--- src/shared/tpo_defs.vh ---
// register indices, field layouts, reset values and bus constants of the timing pattern output block
`ifndef TPO_DEFS_VH
`define TPO_DEFS_VH

// ==========================================================================
// register indices (byte address on the bus is four times the index)
// ==========================================================================
`define TPO_IDX_LO_DIR      20'hee009
`define TPO_IDX_HI_DIR      20'hee00a
`define TPO_IDX_NOV_MODE    20'hfffa0
`define TPO_IDX_TRIG_SEL    20'hfffa1
`define TPO_IDX_HI_OE       20'hfffa2
`define TPO_IDX_LO_OE       20'hfffa3
`define TPO_IDX_HI_STG      20'hfffa4
`define TPO_IDX_LO_STG      20'hfffa5
`define TPO_IDX_HI_STG_ALT  20'hfffa6
`define TPO_IDX_LO_STG_ALT  20'hfffa7
`define TPO_IDX_LO_VAL      20'hfffd9
`define TPO_IDX_HI_VAL      20'hfffda

// ==========================================================================
// reset values
// ==========================================================================
`define TPO_RST_DIR         8'h00
`define TPO_RST_NOV         4'h0
`define TPO_RST_TRIG        8'hff
`define TPO_RST_OE          8'h00
`define TPO_RST_STG         8'h00
`define TPO_RST_VAL         4'h0

// ==========================================================================
// field layouts and fixed read values
// ==========================================================================
`define TPO_NOV_RSVD        4'hf
`define TPO_NIB_ONES        4'hf
`define TPO_BYTE_ONES       8'hff
`define TPO_WO_READ         8'h00
`define TPO_TRIG_CH0        2'h0
`define TPO_TRIG_CH1        2'h1
`define TPO_TRIG_CH2        2'h2

// ==========================================================================
// bus widths
// ==========================================================================
`define TPO_ADDR_W          22
`define TPO_DATA_W          32
`define TPO_IDX_W           20

`endif

--- src/design/tpo_group.v ---
// one 4-bit output group: trigger decode, staged data transfer and port data bits
`include "tpo_defs.vh"

module tpo_group
(
	input  wire       ref_clk,
	input  wire       rst_sync_b,
	input  wire       clr,
	input  wire [1:0] trig_sel,
	input  wire       nov,
	input  wire [2:0] cmp_a,
	input  wire [2:0] cmp_b,
	input  wire [3:0] enable,
	input  wire [3:0] staged,
	input  wire       wr_en,
	input  wire [3:0] wr_data,
	output reg  [3:0] data_r
);

	// ==========================================================================
	// trigger decode
	// ==========================================================================
	reg  [1:0] chan;     // selected timer channel
	wire       hit_a;    // compare match a of the selected channel
	wire       hit_b;    // compare match b of the selected channel
	wire [3:0] data_nxt; // next port data

	// 00 channel 0, 01 channel 1, 10 and 11 both channel 2
	always @*
	begin
		case (trig_sel)
			`TPO_TRIG_CH0: chan = 2'd0;
			`TPO_TRIG_CH1: chan = 2'd1;
			default:       chan = 2'd2;
		endcase
	end

	assign hit_a = cmp_a[chan];
	assign hit_b = cmp_b[chan];

	// ==========================================================================
	// per-bit next value
	// ==========================================================================
	genvar i;
	generate
		for (i = 0; i < 4; i = i + 1)
		begin : g_bit
			reg nb;
			// enabled bits take staged data only from the trigger, software writes are ignored
			always @*
			begin
				nb = data_r[i];
				if (enable[i])
				begin
					if (!nov)
					begin
						// normal mode: whole value copied at compare match a
						if (hit_a)
							nb = staged[i];
					end
					else
					begin
						// non-overlap: falling edges at b, rising edges after the margin at a
						if (hit_b && !staged[i])
							nb = 1'b0;
						if (hit_a && staged[i])
							nb = 1'b1;
					end
				end
				else if (wr_en)
				begin
					// disabled bits stay plain software data
					nb = wr_data[i];
				end
			end
			assign data_nxt[i] = nb;
		end
	endgenerate

	// ==========================================================================
	// port data bits
	// ==========================================================================
	// hardware standby clears like reset
	always @(posedge ref_clk or negedge rst_sync_b)
	begin
		if (!rst_sync_b)
			data_r <= `TPO_RST_VAL;
		else if (clr)
			data_r <= `TPO_RST_VAL;
		else
			data_r <= data_nxt;
	end

endmodule

--- src/design/tpo_pattern_controller.v ---
// top of the timing pattern output block: apb registers, pin sync and four output groups
//
// Function
// - four independent 4-bit groups, numbered 3..0
// - per-group trigger from three timer channels
// - sixteen outputs, each bit enabled separately
// - non-overlap mode leaves margin between changes
// - direction registers write-only, reset to zero
// - enabled port data bits ignore software writes
// - trigger copies staged bits into port data
// - shared trigger: low stage whole byte, alt ones
// - split trigger: low nibbles split, rest ones
// - shared trigger: high stage whole byte, alt ones
// - split trigger: high nibbles split, rest ones
// - stage and enables cleared by reset, hardware standby
// - disabled bits keep value, enabled copy automatically
// - trigger field 00/01/1x channel, reset 11
// - non-overlap bit: normal at a, else a/b
// - enable without direction: input pin, still updated
`include "tpo_defs.vh"

module tpo_pattern_controller
(
	input  wire                      ref_clk,
	input  wire                      rst_b,
	input  wire                      hw_standby,
	input  wire                      sw_standby,
	input  wire [`TPO_ADDR_W-1:0]    paddr,
	input  wire                      psel,
	input  wire                      penable,
	input  wire                      pwrite,
	input  wire [`TPO_DATA_W-1:0]    pwdata,
	output reg  [`TPO_DATA_W-1:0]    prdata,
	output wire                      pready,
	output reg                       pslverr,
	input  wire [2:0]                cmp_a,
	input  wire [2:0]                cmp_b,
	input  wire [15:0]               pin_in,
	output wire [15:0]               pin_out,
	output wire [15:0]               pin_oe
);

	// ==========================================================================
	// reset release
	// ==========================================================================
	reg        rst_s1_r;   // first release stage
	reg        rst_sync_b; // released reset used by all logic

	// assert at once, release two edges later so no flop sees a ragged edge
	always @(posedge ref_clk or negedge rst_b)
	begin
		if (!rst_b)
		begin
			rst_s1_r   <= 1'b0;
			rst_sync_b <= 1'b0;
		end
		else
		begin
			rst_s1_r   <= 1'b1;
			rst_sync_b <= rst_s1_r;
		end
	end

	// ==========================================================================
	// pin and standby synchronisers
	// ==========================================================================
	reg [16:0] sy1_r;   // first stage, read only by the second
	reg [16:0] sy2_r;   // second stage
	reg [16:0] sy3_r;   // third stage
	reg [16:0] filt_r;  // accepted level once stages two and three agree
	wire [15:0] pin_val; // filtered pin levels
	wire        stby;    // filtered hardware standby

	// three flops, a change counts only when stages two and three match
	always @(posedge ref_clk or negedge rst_sync_b)
	begin
		if (!rst_sync_b)
		begin
			sy1_r  <= 17'h00000;
			sy2_r  <= 17'h00000;
			sy3_r  <= 17'h00000;
			filt_r <= 17'h00000;
		end
		else
		begin
			sy1_r  <= {hw_standby, pin_in};
			sy2_r  <= sy1_r;
			sy3_r  <= sy2_r;
			filt_r <= (~(sy2_r ^ sy3_r) & sy3_r) | ((sy2_r ^ sy3_r) & filt_r);
		end
	end

	assign pin_val = filt_r[15:0];
	assign stby    = filt_r[16];

	// ==========================================================================
	// apb decode
	// ==========================================================================
	wire [`TPO_IDX_W-1:0] idx;     // register index from the word address
	wire                  setup;   // setup phase of a transfer
	wire                  wr_acc;  // write takes effect this edge
	wire [7:0]            wd;      // write byte
	reg                   hit;     // index maps to a register
	wire                  lo_same; // groups 0 and 1 share a trigger
	wire                  hi_same; // groups 2 and 3 share a trigger
	wire [1:0]            ch0;     // decoded channel per group
	wire [1:0]            ch1;
	wire [1:0]            ch2;
	wire [1:0]            ch3;

	assign idx    = paddr[`TPO_ADDR_W-1:2];
	assign setup  = psel && !penable;
	assign pready = 1'b1; // zero wait states, every access completes in its first access cycle
	assign wr_acc = psel && penable && pwrite && hit;
	assign wd     = pwdata[7:0];

	// channel decode, 10 and 11 both meaning channel 2
	function [1:0] tpo_chan;
		input [1:0] f;
		begin
			tpo_chan = f[1] ? `TPO_TRIG_CH2 : f;
		end
	endfunction

	reg [7:0] trig_r; // group trigger fields, two bits per group

	assign ch0     = tpo_chan(trig_r[1:0]);
	assign ch1     = tpo_chan(trig_r[3:2]);
	assign ch2     = tpo_chan(trig_r[5:4]);
	assign ch3     = tpo_chan(trig_r[7:6]);
	assign lo_same = (ch0 == ch1);
	assign hi_same = (ch2 == ch3);

	// mapped indices; misaligned addresses are unmapped
	always @*
	begin
		hit = (paddr[1:0] == 2'b00);
		case (idx)
			`TPO_IDX_LO_DIR, `TPO_IDX_HI_DIR, `TPO_IDX_NOV_MODE, `TPO_IDX_TRIG_SEL,
			`TPO_IDX_HI_OE, `TPO_IDX_LO_OE, `TPO_IDX_HI_STG, `TPO_IDX_LO_STG,
			`TPO_IDX_HI_STG_ALT, `TPO_IDX_LO_STG_ALT, `TPO_IDX_LO_VAL, `TPO_IDX_HI_VAL:
				hit = hit;
			default:
				hit = 1'b0;
		endcase
	end

	// ==========================================================================
	// control registers
	// ==========================================================================
	reg [7:0] ddr_lo_r; // low port direction, write-only
	reg [7:0] ddr_hi_r; // high port direction, write-only
	reg [3:0] nov_r;    // per-group non-overlap bits
	reg [7:0] oe_lo_r;  // low per-bit output enables
	reg [7:0] oe_hi_r;  // high per-bit output enables
	reg [7:0] stg_lo_r; // low staged pattern
	reg [7:0] stg_hi_r; // high staged pattern

	// software standby leaves everything alone; reset and hardware standby clear
	always @(posedge ref_clk or negedge rst_sync_b)
	begin
		if (!rst_sync_b)
		begin
			ddr_lo_r <= `TPO_RST_DIR;
			ddr_hi_r <= `TPO_RST_DIR;
			nov_r    <= `TPO_RST_NOV;
			trig_r   <= `TPO_RST_TRIG;
			oe_lo_r  <= `TPO_RST_OE;
			oe_hi_r  <= `TPO_RST_OE;
			stg_lo_r <= `TPO_RST_STG;
			stg_hi_r <= `TPO_RST_STG;
		end
		else if (stby)
		begin
			ddr_lo_r <= `TPO_RST_DIR;
			ddr_hi_r <= `TPO_RST_DIR;
			nov_r    <= `TPO_RST_NOV;
			trig_r   <= `TPO_RST_TRIG;
			oe_lo_r  <= `TPO_RST_OE;
			oe_hi_r  <= `TPO_RST_OE;
			stg_lo_r <= `TPO_RST_STG;
			stg_hi_r <= `TPO_RST_STG;
		end
		else if (wr_acc)
		begin
			case (idx)
				`TPO_IDX_LO_DIR:   ddr_lo_r <= wd;
				`TPO_IDX_HI_DIR:   ddr_hi_r <= wd;
				`TPO_IDX_NOV_MODE: nov_r    <= wd[3:0];
				`TPO_IDX_TRIG_SEL: trig_r   <= wd;
				`TPO_IDX_LO_OE:    oe_lo_r  <= wd;
				`TPO_IDX_HI_OE:    oe_hi_r  <= wd;
				`TPO_IDX_LO_STG:
				begin
					// whole byte when shared, else only the group 1 nibble
					if (lo_same)
						stg_lo_r <= wd;
					else
						stg_lo_r[7:4] <= wd[7:4];
				end
				`TPO_IDX_LO_STG_ALT:
				begin
					// group 0 nibble only when triggers differ, otherwise ignored
					if (!lo_same)
						stg_lo_r[3:0] <= wd[3:0];
				end
				`TPO_IDX_HI_STG:
				begin
					if (hi_same)
						stg_hi_r <= wd;
					else
						stg_hi_r[7:4] <= wd[7:4];
				end
				`TPO_IDX_HI_STG_ALT:
				begin
					if (!hi_same)
						stg_hi_r[3:0] <= wd[3:0];
				end
				default:
				begin
					// port values are written inside the groups
				end
			endcase
		end
	end

	// ==========================================================================
	// output groups
	// ==========================================================================
	wire [15:0] en16;   // all per-bit enables
	wire [15:0] stg16;  // all staged bits
	wire [15:0] data16; // all port data bits
	wire        wr_lo;  // software write to low port value
	wire        wr_hi;  // software write to high port value

	assign en16  = {oe_hi_r, oe_lo_r};
	assign stg16 = {stg_hi_r, stg_lo_r};
	assign wr_lo = wr_acc && (idx == `TPO_IDX_LO_VAL);
	assign wr_hi = wr_acc && (idx == `TPO_IDX_HI_VAL);

	// each group runs off its own trigger field, untouched by the others
	genvar g;
	generate
		for (g = 0; g < 4; g = g + 1)
		begin : g_grp
			tpo_group u_grp
			(
				.ref_clk    (ref_clk),
				.rst_sync_b (rst_sync_b),
				.clr        (stby),
				.trig_sel   (trig_r[2*g+1:2*g]),
				.nov        (nov_r[g]),
				.cmp_a      (cmp_a),
				.cmp_b      (cmp_b),
				.enable     (en16[4*g+3:4*g]),
				.staged     (stg16[4*g+3:4*g]),
				.wr_en      ((g < 2) ? wr_lo : wr_hi),
				.wr_data    (wd[4*(g%2)+3:4*(g%2)]),
				.data_r     (data16[4*g+3:4*g])
			);
		end
	endgenerate

	// pins drive only where software set the direction; enabled inputs still update data
	assign pin_out = data16;
	assign pin_oe  = {ddr_hi_r, ddr_lo_r};

	// ==========================================================================
	// read path
	// ==========================================================================
	reg [7:0] rd; // read byte for the addressed register
	wire [15:0] port_rd; // port value as read: data where output, pin where input

	assign port_rd = (pin_oe & data16) | (~pin_oe & pin_val);

	always @*
	begin
		case (idx)
			`TPO_IDX_LO_DIR:     rd = `TPO_WO_READ;
			`TPO_IDX_HI_DIR:     rd = `TPO_WO_READ;
			`TPO_IDX_NOV_MODE:   rd = {`TPO_NOV_RSVD, nov_r};
			`TPO_IDX_TRIG_SEL:   rd = trig_r;
			`TPO_IDX_LO_OE:      rd = oe_lo_r;
			`TPO_IDX_HI_OE:      rd = oe_hi_r;
			`TPO_IDX_LO_STG:     rd = lo_same ? stg_lo_r : {stg_lo_r[7:4], `TPO_NIB_ONES};
			`TPO_IDX_LO_STG_ALT: rd = lo_same ? `TPO_BYTE_ONES : {`TPO_NIB_ONES, stg_lo_r[3:0]};
			`TPO_IDX_HI_STG:     rd = hi_same ? stg_hi_r : {stg_hi_r[7:4], `TPO_NIB_ONES};
			`TPO_IDX_HI_STG_ALT: rd = hi_same ? `TPO_BYTE_ONES : {`TPO_NIB_ONES, stg_hi_r[3:0]};
			`TPO_IDX_LO_VAL:     rd = port_rd[7:0];
			`TPO_IDX_HI_VAL:     rd = port_rd[15:8];
			default:             rd = 8'h00;
		endcase
	end

	// read data and error are captured in the setup cycle and stand through the access cycle
	always @(posedge ref_clk or negedge rst_sync_b)
	begin
		if (!rst_sync_b)
		begin
			prdata  <= 32'h00000000;
			pslverr <= 1'b0;
		end
		else if (setup)
		begin
			prdata  <= (!pwrite && hit) ? {24'h000000, rd} : 32'h00000000;
			pslverr <= !hit;
		end
	end

endmodule

--- config.mk ---
export PLATFORM = sky130hd
export DESIGN_NAME = tpo_pattern_controller
export DESIGN_NICKNAME = d
export VERILOG_FILES = /design/src/design/tpo_group.v /design/src/design/tpo_pattern_controller.v
export VERILOG_INCLUDE_DIRS = /design/src /design/src/shared
export SDC_FILE = /design/constraint.sdc
export NUM_CORES = 1
export LEC_CHECK = 0
export ABC_AREA = 1
export BUFFER_PORTS_ARGS = -buffer_cell sky130_fd_sc_hd__buf_2
export CAP_MARGIN = 20
export CORE_ASPECT_RATIO = 0.6
export CORE_UTILIZATION = 56
export DETAILED_ROUTE_END_ITERATION = 10
export GPL_TIMING_DRIVEN = 0
export PLACE_DENSITY_LB_ADDON = 0.1
export SLEW_MARGIN = 20
export SYNTH_ARGS = -nofsm -noshare
export SYNTH_HDL_FRONTEND = slang
export SYNTH_SLANG_ARGS = --single-unit
--- constraint.sdc ---
create_clock -name ref_clk -period 6 [get_ports ref_clk]
set_input_delay 0.9 -clock ref_clk [delete_from_list [all_inputs] [get_ports ref_clk]]
set_output_delay 0.9 -clock ref_clk [all_outputs]
set_load 0.05 [all_outputs]
==> metrics.txt <==
Final Routed Wirelength=~23000 µm; unrepaired setup endpoints after global routing=false; fill cell count=approximately 1100; Starting DRT DRC Count=between 1000 and 1500; Via density=5.55; CP arrival=3030 ps; worst-margin pin slew=between 900 and 1000 ps; post-synthesis sequential area ratio=around half; Period Utilization, post-route=45.3%; Final Setup Violations=0; post-CTS setup buffer count=0; clk root buf=clkbuf_16; Layout Cells excl Fill=1332; Clock transition at path regs=70 ps; die height=93.9 µm; die area=14600 µm²; register area=just under 4000 µm²; share of power burned in combinational logic=14.8%; Initial Utilization=57.6%; antenna violations before repair=0; Max-slew headroom=between 30% and 40%; sw frac=about a third; P_int=1.82 mW; Ports=around 150; post-synthesis cell count=between 900 and 1000; post-synthesis cell type count=36; grt ovf=0; Peak Freq=about 370 MHz; Cells after DPL=1300; Final WS setup=3280 ps; DRC Markers=0; n_diodes=0; leakage=4.96 nW; RD Place Congestion=1.03; Hold-fix buffers, CTS=0; vias in the first global route=6684; pwr dens=between 200 and 300 nW/µm²; Fin Setup TNS=0 ps; area leader, netlist=dfrtp_1; hold crit path type=input port to async pin; H-tree levels=4; Worst Path Max Fanout=8; final core occ=approximately two thirds; first-pass GRT wire length=between 30000 and 40000 µm; register share of total power=between 40% and 50%; maximum vdd ir drop=around 0.15 mV; DP Wirelength=16900 µm; clk sinks=about 160; worst slack at placement=2940 ps; Psw=0.851 mW; worst endpoint required time=~6300 ps; Placeable Area=between 10000 and 15000 µm²; critical path class=input port to register; status=finished clean; row cnt=33; post-cts sizing count=0; vias post-DR=around 7400; Die Wd=approximately 160 µm; synthesized area=~8000 µm²; CP Launch Type=input port; Hold Fails Final Rpt=0; Power Total=2.67 mW; TritonCTS clock tree=yes; Clock Latency Late Sink=about 430 ps; DRT antenna net count=0; NumNets Final=between 1000 and 1500; Total GRT Usage=between 30% and 40%; share of post-route cells with drive strength above 1=between 10% and 20%; Synth Warn #=0; Seq cells post-synth=roughly 160; multi-input logic area=3440 µm²; count of pins over their slew limit=0; post-synthesis area per instance=approximately 8 µm²; Clock Power Share=41.9%; max-capacitance violation count=0; DRT Pass-1 Iters=8; Tmin final=2720 ps; pin count of the biggest net entering global routing=between 50 and 60; cts bufs inserted=17; Port Buffers=between 90 and 100; drt wl/cell=roughly 17 µm; share of Yosys cell area claimed by the top area cell type=a little under half; clock skew=9.34 ps; area grow syn2layout=18.9%; Setup crit end kind=register; clk buf depth=2; worst r2r path cells=8; Synth area leaders=dfrtp_1 47%, nand2_1 14%, nand3_1 5.7%
[layout by cell type (no fill, tap or decap), types with 22 or more instances in the layout]
cell type | Yosys | routed
nand2_1 | 300 | 300
nand4_1 | 40 | 40
buf_2 | 0 | 98
o21ai_0 | 77 | 77
inv_1 | 83 | 83
a21oi_1 | 22 | 22
conb_1 | 2 | 26
dfrtp_1 | 147 | 146
buf_4 | 26 | 26
nor2_1 | 80 | 80
nand3_1 | 89 | 89
[cell type report]
| cell class | instances | area share [%] |
|---|---|---|
| Timing Repair Buffer | 100 | 5.82 |
| Tap cell | 192 | 2.57 |
| Clock inverter | 14 | 1.84 |
| Multi-Input combinational cell | 717 | 36.7 |
| Clock buffer | 18 | 4.69 |
| Sequential cell | 155 | 41.6 |
| Inverter | 95 | 4.02 |
| Buffer | 41 | 2.77 |
[critical path, stage by stage]
cell and delay, ps:
buf_2 120, inv_1 70, nor2_1 250, nand2_1 140, inv_1 80, nand2_1 280, inv_1 220, nand4_1 500
nand2_1 270, nand2_1 90, nand2_1 60, nand2_1 40
[logic make-up after synthesis]
group / count (synthesis) / share of synthesized area [%]
buf+inv: 136 / 8.07
compound gates: 120 / 8.23
mux: 12 / 1.54
flops: 155 / 49.4
other cells: 2 / 0.0954
simple gates: 542 / 30.5
fa+ha+maj: 17 / 2.16
[synth_stat cells]
cell type / number
nand3_2: 3
nor2_2: 5
o2111ai_1: 3
mux2_2: 1
nand2_4: 6
nand2_2: 3
o21ai_0: 77
conb_1: 2
o221ai_1: 1
nand2_1: 300
maj3_1: 17
clkinv_4: 4
and2_1: 1
inv_2: 4
dfstp_2: 8
a21oi_1: 22
mux2i_1: 11
nand3_1: 89
o21ai_1: 2
nor2_1: 80
clkbuf_1: 10
buf_4: 26
nor3_1: 8
inv_1: 83
dfrtp_1: 147
o22ai_1: 5
o211ai_1: 9
buf_1: 4
nor3_2: 2
clkinv_1: 4
nor2_4: 3
a22o_1: 1
buf_6: 1
nand4_2: 1
nor2_8: 1
nand4_1: 40
[per-stage QoR]
step	cell area (µm²)	hold slack (ps)
3_3_place_gp	8690	332
4_1_cts	9370	242
3_5_place_dp	8750	335
6_report	9370	238
5_1_grt	9370	232
2_1_floorplan	7960	331
[routing by layer]
layer	part of all wire (%)	vias to the layer above	global-route usage (%)
li1	-	3482	-
met1	45	3434	50.5
met3	12	32	8.44
met2	42	439	49.2
met5	0	-	0
met4	1.2	0	7.92
[power by group through the flow]
stage,Combinational [mW],Sequential [mW],Clock (mW)
floorplan,0.210,1.22,0
global placement,0.366,1.19,0
detailed placement,0.387,1.17,0
CTS,0.390,1.15,1.12
global route,0.431,1.16,1.17
finish,0.396,1.15,1.12
[final timing paths]
path / slack (ps) / startpoint / endpoint
max: 3280 / paddr[2] / g_grp[0].u_grp.data_r[2]
min: 240 / rst_b / rst_s1_r
max reg2reg: 3570 / register / g_grp[2].u_grp.data_r[3]
min reg2reg: 340 / sy1_r[3] / sy2_r[3]
max in group asynchronous: 4920 / rst_sync_b / trig_r[5]
min in group ref_clk: 340 / sy1_r[3] / sy2_r[3]
No activity file was read; power rests on OpenSTA's default activity.
